<file path="config.mk">
export PLATFORM = sky130hd
export DESIGN_NAME = rsc_top
export DESIGN_NICKNAME = d
export VERILOG_FILES = /design/src/rtl/rsc_pkg.sv /design/src/rtl/rsc_top.sv
export SDC_FILE = /design/constraint.sdc
export NUM_CORES = 1
export LEC_CHECK = 0
export CAP_MARGIN = 40
export CORE_MARGIN = 1
export CORE_UTILIZATION = 63
export DETAILED_ROUTE_END_ITERATION = 12
export DONT_BUFFER_PORTS = 1
export PLACE_DENSITY = 0.76
export SLEW_MARGIN = 20
export SYNTH_ARGS = -nofsm -noshare
export SYNTH_HDL_FRONTEND = slang
export SYNTH_SLANG_ARGS = --single-unit
</file>
<file path="constraint.sdc">
create_clock -name i_clk -period 4.1 [get_ports i_clk]
set_input_delay 0.615 -clock i_clk [delete_from_list [all_inputs] [get_ports i_clk]]
set_output_delay 0.615 -clock i_clk [all_outputs]
set_load 0.03 [all_outputs]
</file>
<file path="src/rtl/rsc_pkg.sv">
// Constants, types and register map of the reset source controller.
// Assumes a 16-bit register port and reset sources that are synchronous levels.
package rsc_pkg;

    localparam int DW   = 16;
    localparam int AW   = 4;
    localparam int NSRC = 9;

    // Bit position of each source in the reset status register.
    localparam int SRC_POR   = 0;
    localparam int SRC_BOR   = 1;
    localparam int SRC_SWR   = 2;
    localparam int SRC_WDT   = 3;
    localparam int SRC_PIN   = 4;
    localparam int SRC_LPBOR = 5;
    localparam int SRC_TRAP  = 6;
    localparam int SRC_IOP   = 7;
    localparam int SRC_UWR   = 8;

    // Register word offsets.
    localparam logic [AW-1:0] ADDR_RCS     = 4'h0;
    localparam logic [AW-1:0] ADDR_OSC     = 4'h1;
    localparam logic [AW-1:0] ADDR_RTC     = 4'h2;
    localparam logic [AW-1:0] ADDR_NVM     = 4'h3;
    localparam logic [AW-1:0] ADDR_GEN     = 4'h4;
    localparam logic [AW-1:0] ADDR_SCRATCH = 4'h5;
    localparam logic [AW-1:0] ADDR_IRQ_ST  = 4'h6;
    localparam logic [AW-1:0] ADDR_IRQ_MSK = 4'h7;
    localparam logic [AW-1:0] ADDR_SEQ     = 4'h8;

    // Values after reset.
    localparam logic [DW-1:0] RCS_POR_VAL = 16'h0003;
    localparam logic [DW-1:0] RCS_RST_VAL = 16'h0003;
    localparam logic [DW-1:0] GEN_RST_VAL = 16'h0000;
    localparam logic [DW-1:0] RTC_RST_VAL = 16'h0000;
    localparam logic [DW-1:0] NVM_RST_VAL = 16'h0000;
    localparam logic [DW-1:0] OSC_RST_VAL = 16'h0000;
    localparam logic [DW-1:0] ZERO_W      = 16'h0000;

    // Oscillator control field layout.
    localparam int         OSC_NEW_LSB    = 0;
    localparam int         OSC_CUR_LSB    = 4;
    localparam int         OSC_FAIL_BIT   = 8;
    localparam int         OSC_SWITCH_BIT = 15;
    localparam logic [2:0] OSC_FRC        = 3'h0;

    // Interrupt status and mask layout.
    localparam int IRQ_W        = 2;
    localparam int IRQ_CLK_FAIL = 0;
    localparam int IRQ_RST_DONE = 1;

    typedef struct packed {
        logic uninit_wreg_reset;
        logic iop;
        logic trap;
        logic lpbor;
        logic pin;
        logic wdt;
        logic software_reset_instr;
        logic bor;
        logic por;
    } rsc_src_t;

    typedef struct packed {
        logic          wr;
        logic          rd;
        logic [AW-1:0] addr;
        logic [DW-1:0] wdata;
    } rsc_bus_req_t;

    typedef enum logic [1:0] {
        ST_RESET,
        ST_WAIT_CLK,
        ST_RUN
    } rsc_state_t;

endpackage : rsc_pkg

</file>
<file path="src/rtl/rsc_top.sv">
// Reset source controller: merges reset sources, records the cause and sequences code start.
// Assumes all inputs are synchronous to i_clk and i_reset is the controller's own power reset.
//
// Functional notes
// All nine reset sources feed one controller.
// System reset held while any source active.
// Each reset sets its own status flag.
// Power-on sets bits 1:0, clears others.
// Software may set or clear flags anytime. Here an active source's flag stays set; writes during power-on are lost.
// Software flag writes never cause a reset.
// Software should clear flags after reading them.
// Clock start-up independent of reset release.
// No execution until valid clock released.
// Clock monitoring starts at reset release.
// No clock at release: switch RC, trap.
// Unforced registers keep contents through resets.
// Ordinary registers take one fixed reset value.
// Status register reset value follows reset type.
// Oscillator control reset follows type and config.
// RTC and NVM control reset only by power-on.
//
// The placing of the registers and the address-and-strobe port are this design's own decisions.
`timescale 1ns/1ps

module rsc_top
    import rsc_pkg::*;
(
    input  wire logic         i_clk,
    input  wire logic         i_reset,
    input  wire rsc_src_t     i_src,
    input  wire logic         i_clk_valid,
    input  wire logic         i_clock_fail_monitor_enable,
    input  wire logic [2:0]   i_initial_osc_select,
    input  wire rsc_bus_req_t i_bus,
    output logic              o_system_reset,
    output logic              o_run,
    output logic              o_trap,
    output logic [2:0]        o_osc_cur,
    output logic              o_irq,
    output logic [DW-1:0]     o_rdata
);

    rsc_state_t       state_q;
    rsc_state_t       state_d;
    logic             sys_rst_q;
    logic             run_q;
    logic             trap_q;
    logic             irq_q;
    logic [DW-1:0]    rdata_q;
    logic [DW-1:0]    rcs_q;
    logic [DW-1:0]    rcs_d;
    logic [DW-1:0]    osc_q;
    logic [DW-1:0]    osc_d;
    logic [DW-1:0]    rtc_q;
    logic [DW-1:0]    nvm_q;
    logic [DW-1:0]    gen_q;
    logic [DW-1:0]    scratch_q;
    logic [IRQ_W-1:0] ist_q;
    logic [IRQ_W-1:0] ist_d;
    logic [IRQ_W-1:0] msk_q;
    logic [IRQ_W-1:0] msk_d;

    // Address decode.
    wire logic wr_rcs     = i_bus.wr && (i_bus.addr == ADDR_RCS);
    wire logic wr_osc     = i_bus.wr && (i_bus.addr == ADDR_OSC);
    wire logic wr_rtc     = i_bus.wr && (i_bus.addr == ADDR_RTC);
    wire logic wr_nvm     = i_bus.wr && (i_bus.addr == ADDR_NVM);
    wire logic wr_gen     = i_bus.wr && (i_bus.addr == ADDR_GEN);
    wire logic wr_scratch = i_bus.wr && (i_bus.addr == ADDR_SCRATCH);
    wire logic wr_ist     = i_bus.wr && (i_bus.addr == ADDR_IRQ_ST);
    wire logic wr_msk     = i_bus.wr && (i_bus.addr == ADDR_IRQ_MSK);

    // Every source reaches the master reset; nothing here looks at the clock, so release
    // may come before the oscillator has started.
    wire logic          src_any  = |i_src;
    wire logic [DW-1:0] src_bits = {{(DW-NSRC){1'b0}}, i_src};

    wire logic [2:0] osc_cur  = osc_q[OSC_CUR_LSB +: 3];
    wire logic       clk_ok   = i_clk_valid || (osc_cur == OSC_FRC);
    wire logic       released = (state_q == ST_RESET) && !sys_rst_q;

    // A missing clock at release, or a later loss while running, forces the internal RC.
    wire logic fail_evt = i_clock_fail_monitor_enable && !clk_ok && !sys_rst_q &&
                          ((state_q == ST_RESET) || (state_q == ST_RUN));

    // Status flags: a source that is active wins over a software write in the same cycle.
    genvar gi;
    generate
        for (gi = 0; gi < DW; gi++) begin : g_rcs
            wire logic sw_val = wr_rcs ? i_bus.wdata[gi] : rcs_q[gi];
            assign rcs_d[gi] = i_src.por ? RCS_POR_VAL[gi]
                                         : (sw_val | src_bits[gi]);
        end
    endgenerate

    // Oscillator control: power-on loads both selections from the configuration word, any
    // other reset reloads only the requested selection and keeps the running one.
    always_comb begin
        osc_d = osc_q;
        if (i_src.por) begin
            osc_d                         = OSC_RST_VAL;
            osc_d[OSC_NEW_LSB +: 3]       = i_initial_osc_select;
            osc_d[OSC_CUR_LSB +: 3]       = i_initial_osc_select;
        end else if (src_any) begin
            osc_d[OSC_NEW_LSB +: 3]       = i_initial_osc_select;
        end else if (fail_evt) begin
            osc_d[OSC_CUR_LSB +: 3]       = OSC_FRC;
            osc_d[OSC_FAIL_BIT]           = 1'b1;
        end else if (wr_osc) begin
            osc_d[OSC_NEW_LSB +: 3]       = i_bus.wdata[OSC_NEW_LSB +: 3];
            osc_d[OSC_FAIL_BIT]           = i_bus.wdata[OSC_FAIL_BIT];
            if (i_bus.wdata[OSC_SWITCH_BIT]) begin
                osc_d[OSC_CUR_LSB +: 3]   = i_bus.wdata[OSC_NEW_LSB +: 3];
            end
        end
    end

    // Sequencer: code starts once a usable clock is there or the clock-fail monitor is enabled.
    always_comb begin
        state_d = state_q;
        case (state_q)
            ST_RESET: begin
                if (released) begin
                    if (clk_ok || i_clock_fail_monitor_enable) begin
                        state_d = ST_RUN;
                    end else begin
                        state_d = ST_WAIT_CLK;
                    end
                end
            end
            ST_WAIT_CLK: begin
                if (clk_ok || i_clock_fail_monitor_enable) begin
                    state_d = ST_RUN;
                end
            end
            ST_RUN: begin
                state_d = ST_RUN;
            end
            default: begin
                state_d = ST_RESET;
            end
        endcase
        if (sys_rst_q) begin
            state_d = ST_RESET;
        end
    end

    // Interrupt status is write-one-to-clear; a new event wins over the clear.
    wire logic [IRQ_W-1:0] evt     = {released, fail_evt};
    wire logic [IRQ_W-1:0] ist_clr = wr_ist ? i_bus.wdata[IRQ_W-1:0] : {IRQ_W{1'b0}};
    assign ist_d = (ist_q & ~ist_clr) | evt;
    assign msk_d = wr_msk ? i_bus.wdata[IRQ_W-1:0] : msk_q;

    // Read mux; unmapped offsets read zero.
    wire logic [DW-1:0] seq_word = {{(DW-4){1'b0}}, run_q, i_clk_valid, state_q};
    wire logic [DW-1:0] rd_mux =
        (i_bus.addr == ADDR_RCS)     ? rcs_q :
        (i_bus.addr == ADDR_OSC)     ? osc_q :
        (i_bus.addr == ADDR_RTC)     ? rtc_q :
        (i_bus.addr == ADDR_NVM)     ? nvm_q :
        (i_bus.addr == ADDR_GEN)     ? gen_q :
        (i_bus.addr == ADDR_SCRATCH) ? scratch_q :
        (i_bus.addr == ADDR_IRQ_ST)  ? {{(DW-IRQ_W){1'b0}}, ist_q} :
        (i_bus.addr == ADDR_IRQ_MSK) ? {{(DW-IRQ_W){1'b0}}, msk_q} :
        (i_bus.addr == ADDR_SEQ)     ? seq_word : ZERO_W;

    always_ff @(posedge i_clk or posedge i_reset) begin
        if (i_reset) begin
            state_q   <= ST_RESET;
            sys_rst_q <= 1'b1;
            run_q     <= 1'b0;
            trap_q    <= 1'b0;
        end else begin
            state_q   <= state_d;
            sys_rst_q <= src_any;
            run_q     <= (state_d == ST_RUN);
            trap_q    <= fail_evt;
        end
    end

    always_ff @(posedge i_clk or posedge i_reset) begin
        if (i_reset) begin
            rcs_q <= RCS_RST_VAL;
            osc_q <= OSC_RST_VAL;
        end else begin
            rcs_q <= rcs_d;
            osc_q <= osc_d;
        end
    end

    // Only power-on clears these; other resets leave them as software left them.
    always_ff @(posedge i_clk or posedge i_reset) begin
        if (i_reset) begin
            rtc_q <= RTC_RST_VAL;
            nvm_q <= NVM_RST_VAL;
        end else if (i_src.por) begin
            rtc_q <= RTC_RST_VAL;
            nvm_q <= NVM_RST_VAL;
        end else begin
            rtc_q <= wr_rtc ? i_bus.wdata : rtc_q;
            nvm_q <= wr_nvm ? i_bus.wdata : nvm_q;
        end
    end

    // A forced register takes the same value for every reset type, while the scratch
    // register is never forced and so carries its contents through any reset.
    always_ff @(posedge i_clk or posedge i_reset) begin
        if (i_reset) begin
            gen_q     <= GEN_RST_VAL;
            scratch_q <= ZERO_W;
        end else begin
            gen_q     <= src_any ? GEN_RST_VAL : (wr_gen ? i_bus.wdata : gen_q);
            scratch_q <= wr_scratch ? i_bus.wdata : scratch_q;
        end
    end

    always_ff @(posedge i_clk or posedge i_reset) begin
        if (i_reset) begin
            ist_q   <= {IRQ_W{1'b0}};
            msk_q   <= {IRQ_W{1'b0}};
            irq_q   <= 1'b0;
            rdata_q <= ZERO_W;
        end else begin
            ist_q   <= ist_d;
            msk_q   <= msk_d;
            irq_q   <= |(ist_d & msk_d);
            rdata_q <= i_bus.rd ? rd_mux : ZERO_W;
        end
    end

    assign o_system_reset = sys_rst_q;
    assign o_run          = run_q;
    assign o_trap         = trap_q;
    assign o_osc_cur      = osc_q[OSC_CUR_LSB +: 3];
    assign o_irq          = irq_q;
    assign o_rdata        = rdata_q;
endmodule : rsc_top

</file>
After elaboration in Yosys (flattened, before gate mapping)
Cells that the tools add are included.
- eq/ne operators: 13
- reduce and logical (&&, ||, !) cells: 32
- bitwise logic cells: 13
- muxes and demuxes: 68
- operators by type and width (kind ; number):
    $mux 16 ; 13
    $mux 1 ; 36
    $mux 3 ; 9
    $eq 4x3->1 const B ; 4
    $logic_and 1x1->1 ; 12
    $mux 2 ; 6
    $mux 4 ; 3
    $or 1x1->1 ; 9
    $reduce_bool 3->1 ; 3
    $reduce_or 9->1 ; 1
    $eq 4x2->1 const B ; 2
    $reduce_bool 2->1 ; 4
    $pmux 2 s3 ; 1
    $and 2x2->2 ; 2
    $eq 2x2->1 const B ; 2
    $eq 4x1->1 const B ; 1
    $eq 4x4->1 const B ; 1
    $logic_not 4->1 ; 1
    $reduce_and 2->1 ; 2
    $logic_not 3->1 ; 1
    $logic_or 1x1->1 ; 3
    $ne 3x3->1 const B ; 1
    $reduce_and 3->1 ; 1
    $eq 2x1->1 const B ; 1
    6 further kinds ; 7
- output and inout bits: 23
- bits in registers: 113
- input port bits: 38
- word-level logic and storage cells: 143

Logic depth before layout (Yosys ltp)
- word-level depth: 11
- mapped depth: 7

Least setup slack after synthesis
OpenSTA, ideal clock, no wires.
- path type: input to register
- from: input port i_bus[19] (netlist name)
- to: register scratch_q[2]
- data arrival time: 1878 ps
- cell stages on the path: 5
- setup slack: 2097 ps
- library setup time: 125 ps
- required time: 3975 ps
- cells stage by stage: buf_6 -> nand3b_2 -> nor3b_4 -> buf_4 -> mux2_2
- longest elaborated chain between the ends: 2
- ends and longest elaborated chain (what ; RTL line ; text):
    from (decl) ; rsc_top.sv:34 ; input wire rsc_bus_req_t i_bus,
    $eq 4x3->1 ; rsc_top.sv:69 ; wire logic wr_scratch = i_bus.wr && (i_bus.addr == ADDR_SCRATCH);
    $logic_and 1x1->1 ; rsc_top.sv:69 ;
    to (signal assigned) ; rsc_top.sv:213 ; scratch_q <= wr_scratch ? i_bus.wdata : scratch_q;
    to (decl) ; rsc_top.sv:57 ; logic [DW-1:0] scratch_q;
Every way passes these cells.
A chain may end at the register's enable or synchronous reset.

Final worst setup path
- from: register osc_q[4]
- to: register irq_q, in the netlist o_irq
- longest elaborated chain between the ends: 9
- ends and longest elaborated chain (what ; RTL line ; text):
    from (decl) ; rsc_top.sv:52 ; logic [DW-1:0] osc_q;
    from (signal assigned) ; rsc_top.sv:187 ; osc_q <= osc_d;
    $logic_not 3->1 ; rsc_top.sv:79 ; wire logic clk_ok = i_clk_valid || (osc_cur == OSC_FRC);
    $logic_or 1x1->1 ; rsc_top.sv:79 ;
    $logic_not 1->1 ; rsc_top.sv:83 ; wire logic fail_evt = i_clock_fail_monitor_enable && !clk_ok && !sys_rst_q &&
    $logic_and 1x1->1 (3 in series) ; rsc_top.sv:83 ;
    named net fail_evt ; rsc_top.sv:83 ;
    $or 2x2->2 ; rsc_top.sv:151 ; assign ist_d = (ist_q & ~ist_clr) | evt;
    named net ist_d[0] ; rsc_top.sv:59 ; logic [IRQ_W-1:0] ist_d;
    $and 2x2->2 ; rsc_top.sv:226 ; irq_q <= |(ist_d & msk_d);
    $reduce_or 2->1 ; rsc_top.sv:226 ;
    to (signal assigned) ; rsc_top.sv:226 ;
    to (decl) ; rsc_top.sv:48 ; logic irq_q;
The timed path passes the listed nets, and every way through them passes these cells.

==> impl_metrics.yaml <==
synth:
  synth.yosys.seq_area_share_pct: 51.2
  synth_area_per_cell_um2: 9.81
  synth-xor-area-share_pct: 0
  synth.ff_latch_count: 113
  simple_logic_cell_fraction_of_the_synthesized_area_pct: 18.1
  syn-cell-area_um2: 5530
  synth_nets: 602
  yosysUniqueCellTypes: 54
  syn-instance-count: 564
  synth_enable_flop_cells: 0
  dominant_combinational_cell_family_by_area_after_synthesis: "simple AND/OR/NAND/NOR gates"
  async_reset_ff_share_pct: 100
  post_synthesis_compound_gate_area_fraction_pct: 15.7
  yosys_warnings: 0
  synth-main-ff-cell: "sky130_fd_sc_hd__dfrtp_1"
  adder_cell_share_of_the_synthesized_area_pct: 0
  synth.mux.area_fraction_pct: 9.23
clock_network:
  cts_tree: "yes"
  postCtsResizedCells: 0
  clk_latency_ns: 0.52
  cts_made_buffers: 17
  cts_setup_buffers: 0
  clk_pin_slew_worst_paths_ns: 0.06
  clkSinkCount: 113
  cts_max_path_buffers: 2
  cts-hold-fix-buffers: 0
  htreeDepth: 4
  cts_root_buffer: "sky130_fd_sc_hd__clkbuf_8"
finish:
  regArea_um2: 2830
  area.growth.synth_to_final_pct: 8.59
  fill_cells: 613
  final_design_area_no_fill_um2: 6010
  n_antenna_cell: 0
  final_net_count: 582
  layoutNonFillerInstCount: 662
  fraction_of_final_layout_cells_with_drive_strength_greater_than_1_pct: 15.3
  multi_input_comb_area_um2: 2380
place:
  dp_hpwl_mm: 8.73
  port_buffers: 0
  dp_cells: 629
  placed_cell_area_um2: 5430
  place_congestion: 0.863
global_route:
  grt_first_pass_wirelength_mm: 22.3
  grt-ovfl-total: 0
  grt_pass1_vias: 4189
  grt_antenna_before_repair: 0
  grt_util_all_layers_pct: 33.5
  largest_net_degree_at_the_start_of_global_routing: 58
sta:
  measured_slew_at_the_worst_slew_check_pin_ns: 0.819
  totalNegativeSetupSlack_ns: 0
  setup_viol_count_final: 0
  drv_slew: 0
  grt_setup_unrepaired: "false"
  final.setup_skew_ns: 0.00616
  final_min_period_over_clock_period_pct: 49.8
  relSlewSlack_pct: 45.3
  hold_violations: 0
  timing.final.crit_period_ns: 2.04
  achievable-frequency_ghz: 0.490
drt:
  firstDrtPassIters: 5
  via_count: 4264
  wl_per_cell_um: 20.8
  route.final.wire_length_mm: 13.8
  first_iter_violations: 362
  drt_drc_violations_left: 0
  ant_nets: 0
  viasPerCell: 6.44
floorplanning:
  pin_count: 61
  core_um2: 8340
  start_util_pct: 66.3
  dieHeight_um: 95.7
  fp.dieArea_um2: 9160
  dieWidth_um: 95.7
  num_rows: 33
hold_path:
  classification_of_the_worst_slack_hold_path: "in2async"
critical_path:
  timing.critical_path.required_ns: 4.51
  worstRegToRegCells: 4
  end_kind: "flop"
  startpoint_type: "flop"
  cp_max_fo: 7
  worstPathArrival_ns: 2.45
  critical_setup_path_kind: "reg2reg"
pwr:
  peakVddDrop_mv: 0.344
  p_leak_nw: 2.56
  power.total_w: 0.00280
  p_per_area_nw_per_um2: 466
status:
  run_status: "finished, final reports clean"
flow_run:
  maxCapViolations: 0
-- cells in the mapped netlist, types with 2 or more instances --
library cell | instances | share of area, %
sky130_fd_sc_hd__nor4b_4 | 2 | 0.86
sky130_fd_sc_hd__buf_4 | 7 | 0.95
sky130_fd_sc_hd__o21a_1 | 4 | 0.54
sky130_fd_sc_hd__nor3_1 | 7 | 0.63
sky130_fd_sc_hd__a22oi_1 | 20 | 2.7
sky130_fd_sc_hd__a21oi_1 | 60 | 5.4
sky130_fd_sc_hd__nand3_1 | 6 | 0.54
sky130_fd_sc_hd__a32o_1 | 2 | 0.36
sky130_fd_sc_hd__nor2_1 | 7 | 0.47
sky130_fd_sc_hd__o2111a_1 | 3 | 0.61
sky130_fd_sc_hd__dfrtp_1 | 110 | 50
sky130_fd_sc_hd__o22ai_1 | 2 | 0.23
sky130_fd_sc_hd__dfstp_2 | 3 | 1.4
sky130_fd_sc_hd__a211oi_1 | 4 | 0.54
sky130_fd_sc_hd__a21boi_0 | 2 | 0.27
sky130_fd_sc_hd__o21ai_0 | 24 | 2.2
sky130_fd_sc_hd__nand4_1 | 3 | 0.34
sky130_fd_sc_hd__nand3b_1 | 7 | 0.95
sky130_fd_sc_hd__or2_2 | 2 | 0.23
sky130_fd_sc_hd__a32oi_1 | 2 | 0.32
sky130_fd_sc_hd__buf_6 | 6 | 1.2
sky130_fd_sc_hd__buf_2 | 14 | 1.3
sky130_fd_sc_hd__a21o_1 | 4 | 0.54
sky130_fd_sc_hd__a31oi_1 | 10 | 1.1
sky130_fd_sc_hd__mux2_2 | 31 | 6.3
sky130_fd_sc_hd__clkbuf_1 | 17 | 1.2
sky130_fd_sc_hd__mux2i_1 | 15 | 2.7
sky130_fd_sc_hd__nand2_1 | 140 | 9.5
sky130_fd_sc_hd__inv_1 | 12 | 0.81
sky130_fd_sc_hd__nor2b_1 | 4 | 0.45
sky130_fd_sc_hd__and2_1 | 11 | 1.2
-- registers in the layout (all words and copies together), names as in the netlist, 2 cells and up --
| name | flops |
|---|---|
| scratch_q | 16 |
| rtc_q | 16 |
| rcs_q | 16 |
| msk_q | 2 |
| osc_q | 7 |
| gen_q | 16 |
| ist_q | 2 |
| o_rdata | 16 |
| state_q | 2 |
| nvm_q | 16 |
-- critical path, cell delays in order (launching register included) --
cell	delay [ns]
sky130_fd_sc_hd__dfrtp_1	0.52
sky130_fd_sc_hd__nor3_1	0.69
sky130_fd_sc_hd__nor2_1	0.27
sky130_fd_sc_hd__a21o_1	0.24
sky130_fd_sc_hd__a22o_1	0.22
-- cell usage in the layout, fill, tap and decap left out, types with 4 or more instances in the layout --
| cell type | count |
|---|---|
| sky130_fd_sc_hd__a211oi_1 | 4 |
| sky130_fd_sc_hd__a21o_1 | 4 |
| sky130_fd_sc_hd__a21oi_1 | 60 |
| sky130_fd_sc_hd__a22oi_1 | 20 |
| sky130_fd_sc_hd__a31oi_1 | 10 |
| sky130_fd_sc_hd__and2_1 | 11 |
| sky130_fd_sc_hd__buf_4 | 4 |
| sky130_fd_sc_hd__clkbuf_16 | 16 |
| sky130_fd_sc_hd__clkinv_4 | 4 |
| sky130_fd_sc_hd__dfrtp_1 | 110 |
| sky130_fd_sc_hd__inv_1 | 11 |
| sky130_fd_sc_hd__inv_6 | 4 |
| sky130_fd_sc_hd__mux2_2 | 31 |
| sky130_fd_sc_hd__mux2i_1 | 15 |
| sky130_fd_sc_hd__nand2_1 | 140 |
| sky130_fd_sc_hd__nand3_1 | 6 |
| sky130_fd_sc_hd__nand3b_1 | 7 |
| sky130_fd_sc_hd__nor2_1 | 7 |
| sky130_fd_sc_hd__nor2b_1 | 4 |
| sky130_fd_sc_hd__nor3_1 | 7 |
| sky130_fd_sc_hd__o21a_1 | 4 |
| sky130_fd_sc_hd__o21ai_0 | 24 |
-- cells by family after synthesis --
kind of cell | Yosys count
buffers and inverters | 57
AND/OR/NAND/NOR | 205
flip-flops | 113
AO/OA/AOI/OAI | 142
multiplexers | 47
-- through the flow --
stage / hold slack (ns) / util, % / worst slack (ns)
4_1_cts: 0.0354 / 71.9 / 2.09
6_report: 0.0243 / 72.0 / 2.06
2_1_floorplan: 0.464 / - / 0.503
5_1_grt: 0.0627 / 72.0 / 1.94
3_5_place_dp: 0.484 / 65.2 / 1.74
3_3_place_gp: 0.475 / 65.0 / 1.78
-- per-layer routing --
layer  up-vias  routed length (um)  GRT usage [%]
met5         -                   0              0
li1       1925                   -              -
met1      2096                5490           44.6
met4         0                 351           13.9
met2       207                6730           51.9
met3        36                1230           9.08
-- report_power, final --
part | total, W | switching [W] | internal [W]
Clock | 0.00137 | 0.000542 | 0.000828
Combinational | 0.000185 | 0.0000929 | 0.0000919
Sequential | 0.00124 | 0.0000615 | 0.00118
Total | 0.00280 | 0.000697 | 0.00210
-- final timing paths --
kind,start,endpoint,slack (ns)
worst max-delay path,osc_q[4],o_irq,2.06
worst min-delay path,i_reset,scratch_q[9],0.02
worst max register to register,osc_q[4],o_irq,2.06
worst min register to register,rcs_q[1],rcs_q[1],0.49
max in group asynchronous,i_reset,gen_q[13],3.14
min in group i_clk,i_src[0],nvm_q[2],0.16
-- layout make-up --
cell class | instances | share of cell area [%]
multi-input cells | 394 | 39.7
clock inverters | 13 | 2.12
flip-flops and latches | 113 | 47.1
clock buffers | 19 | 7.18
inverters | 12 | 0.791
well taps | 105 | 2.19
repair buffers | 6 | 0.937
No activity file was read; power rests on OpenSTA's default activity.
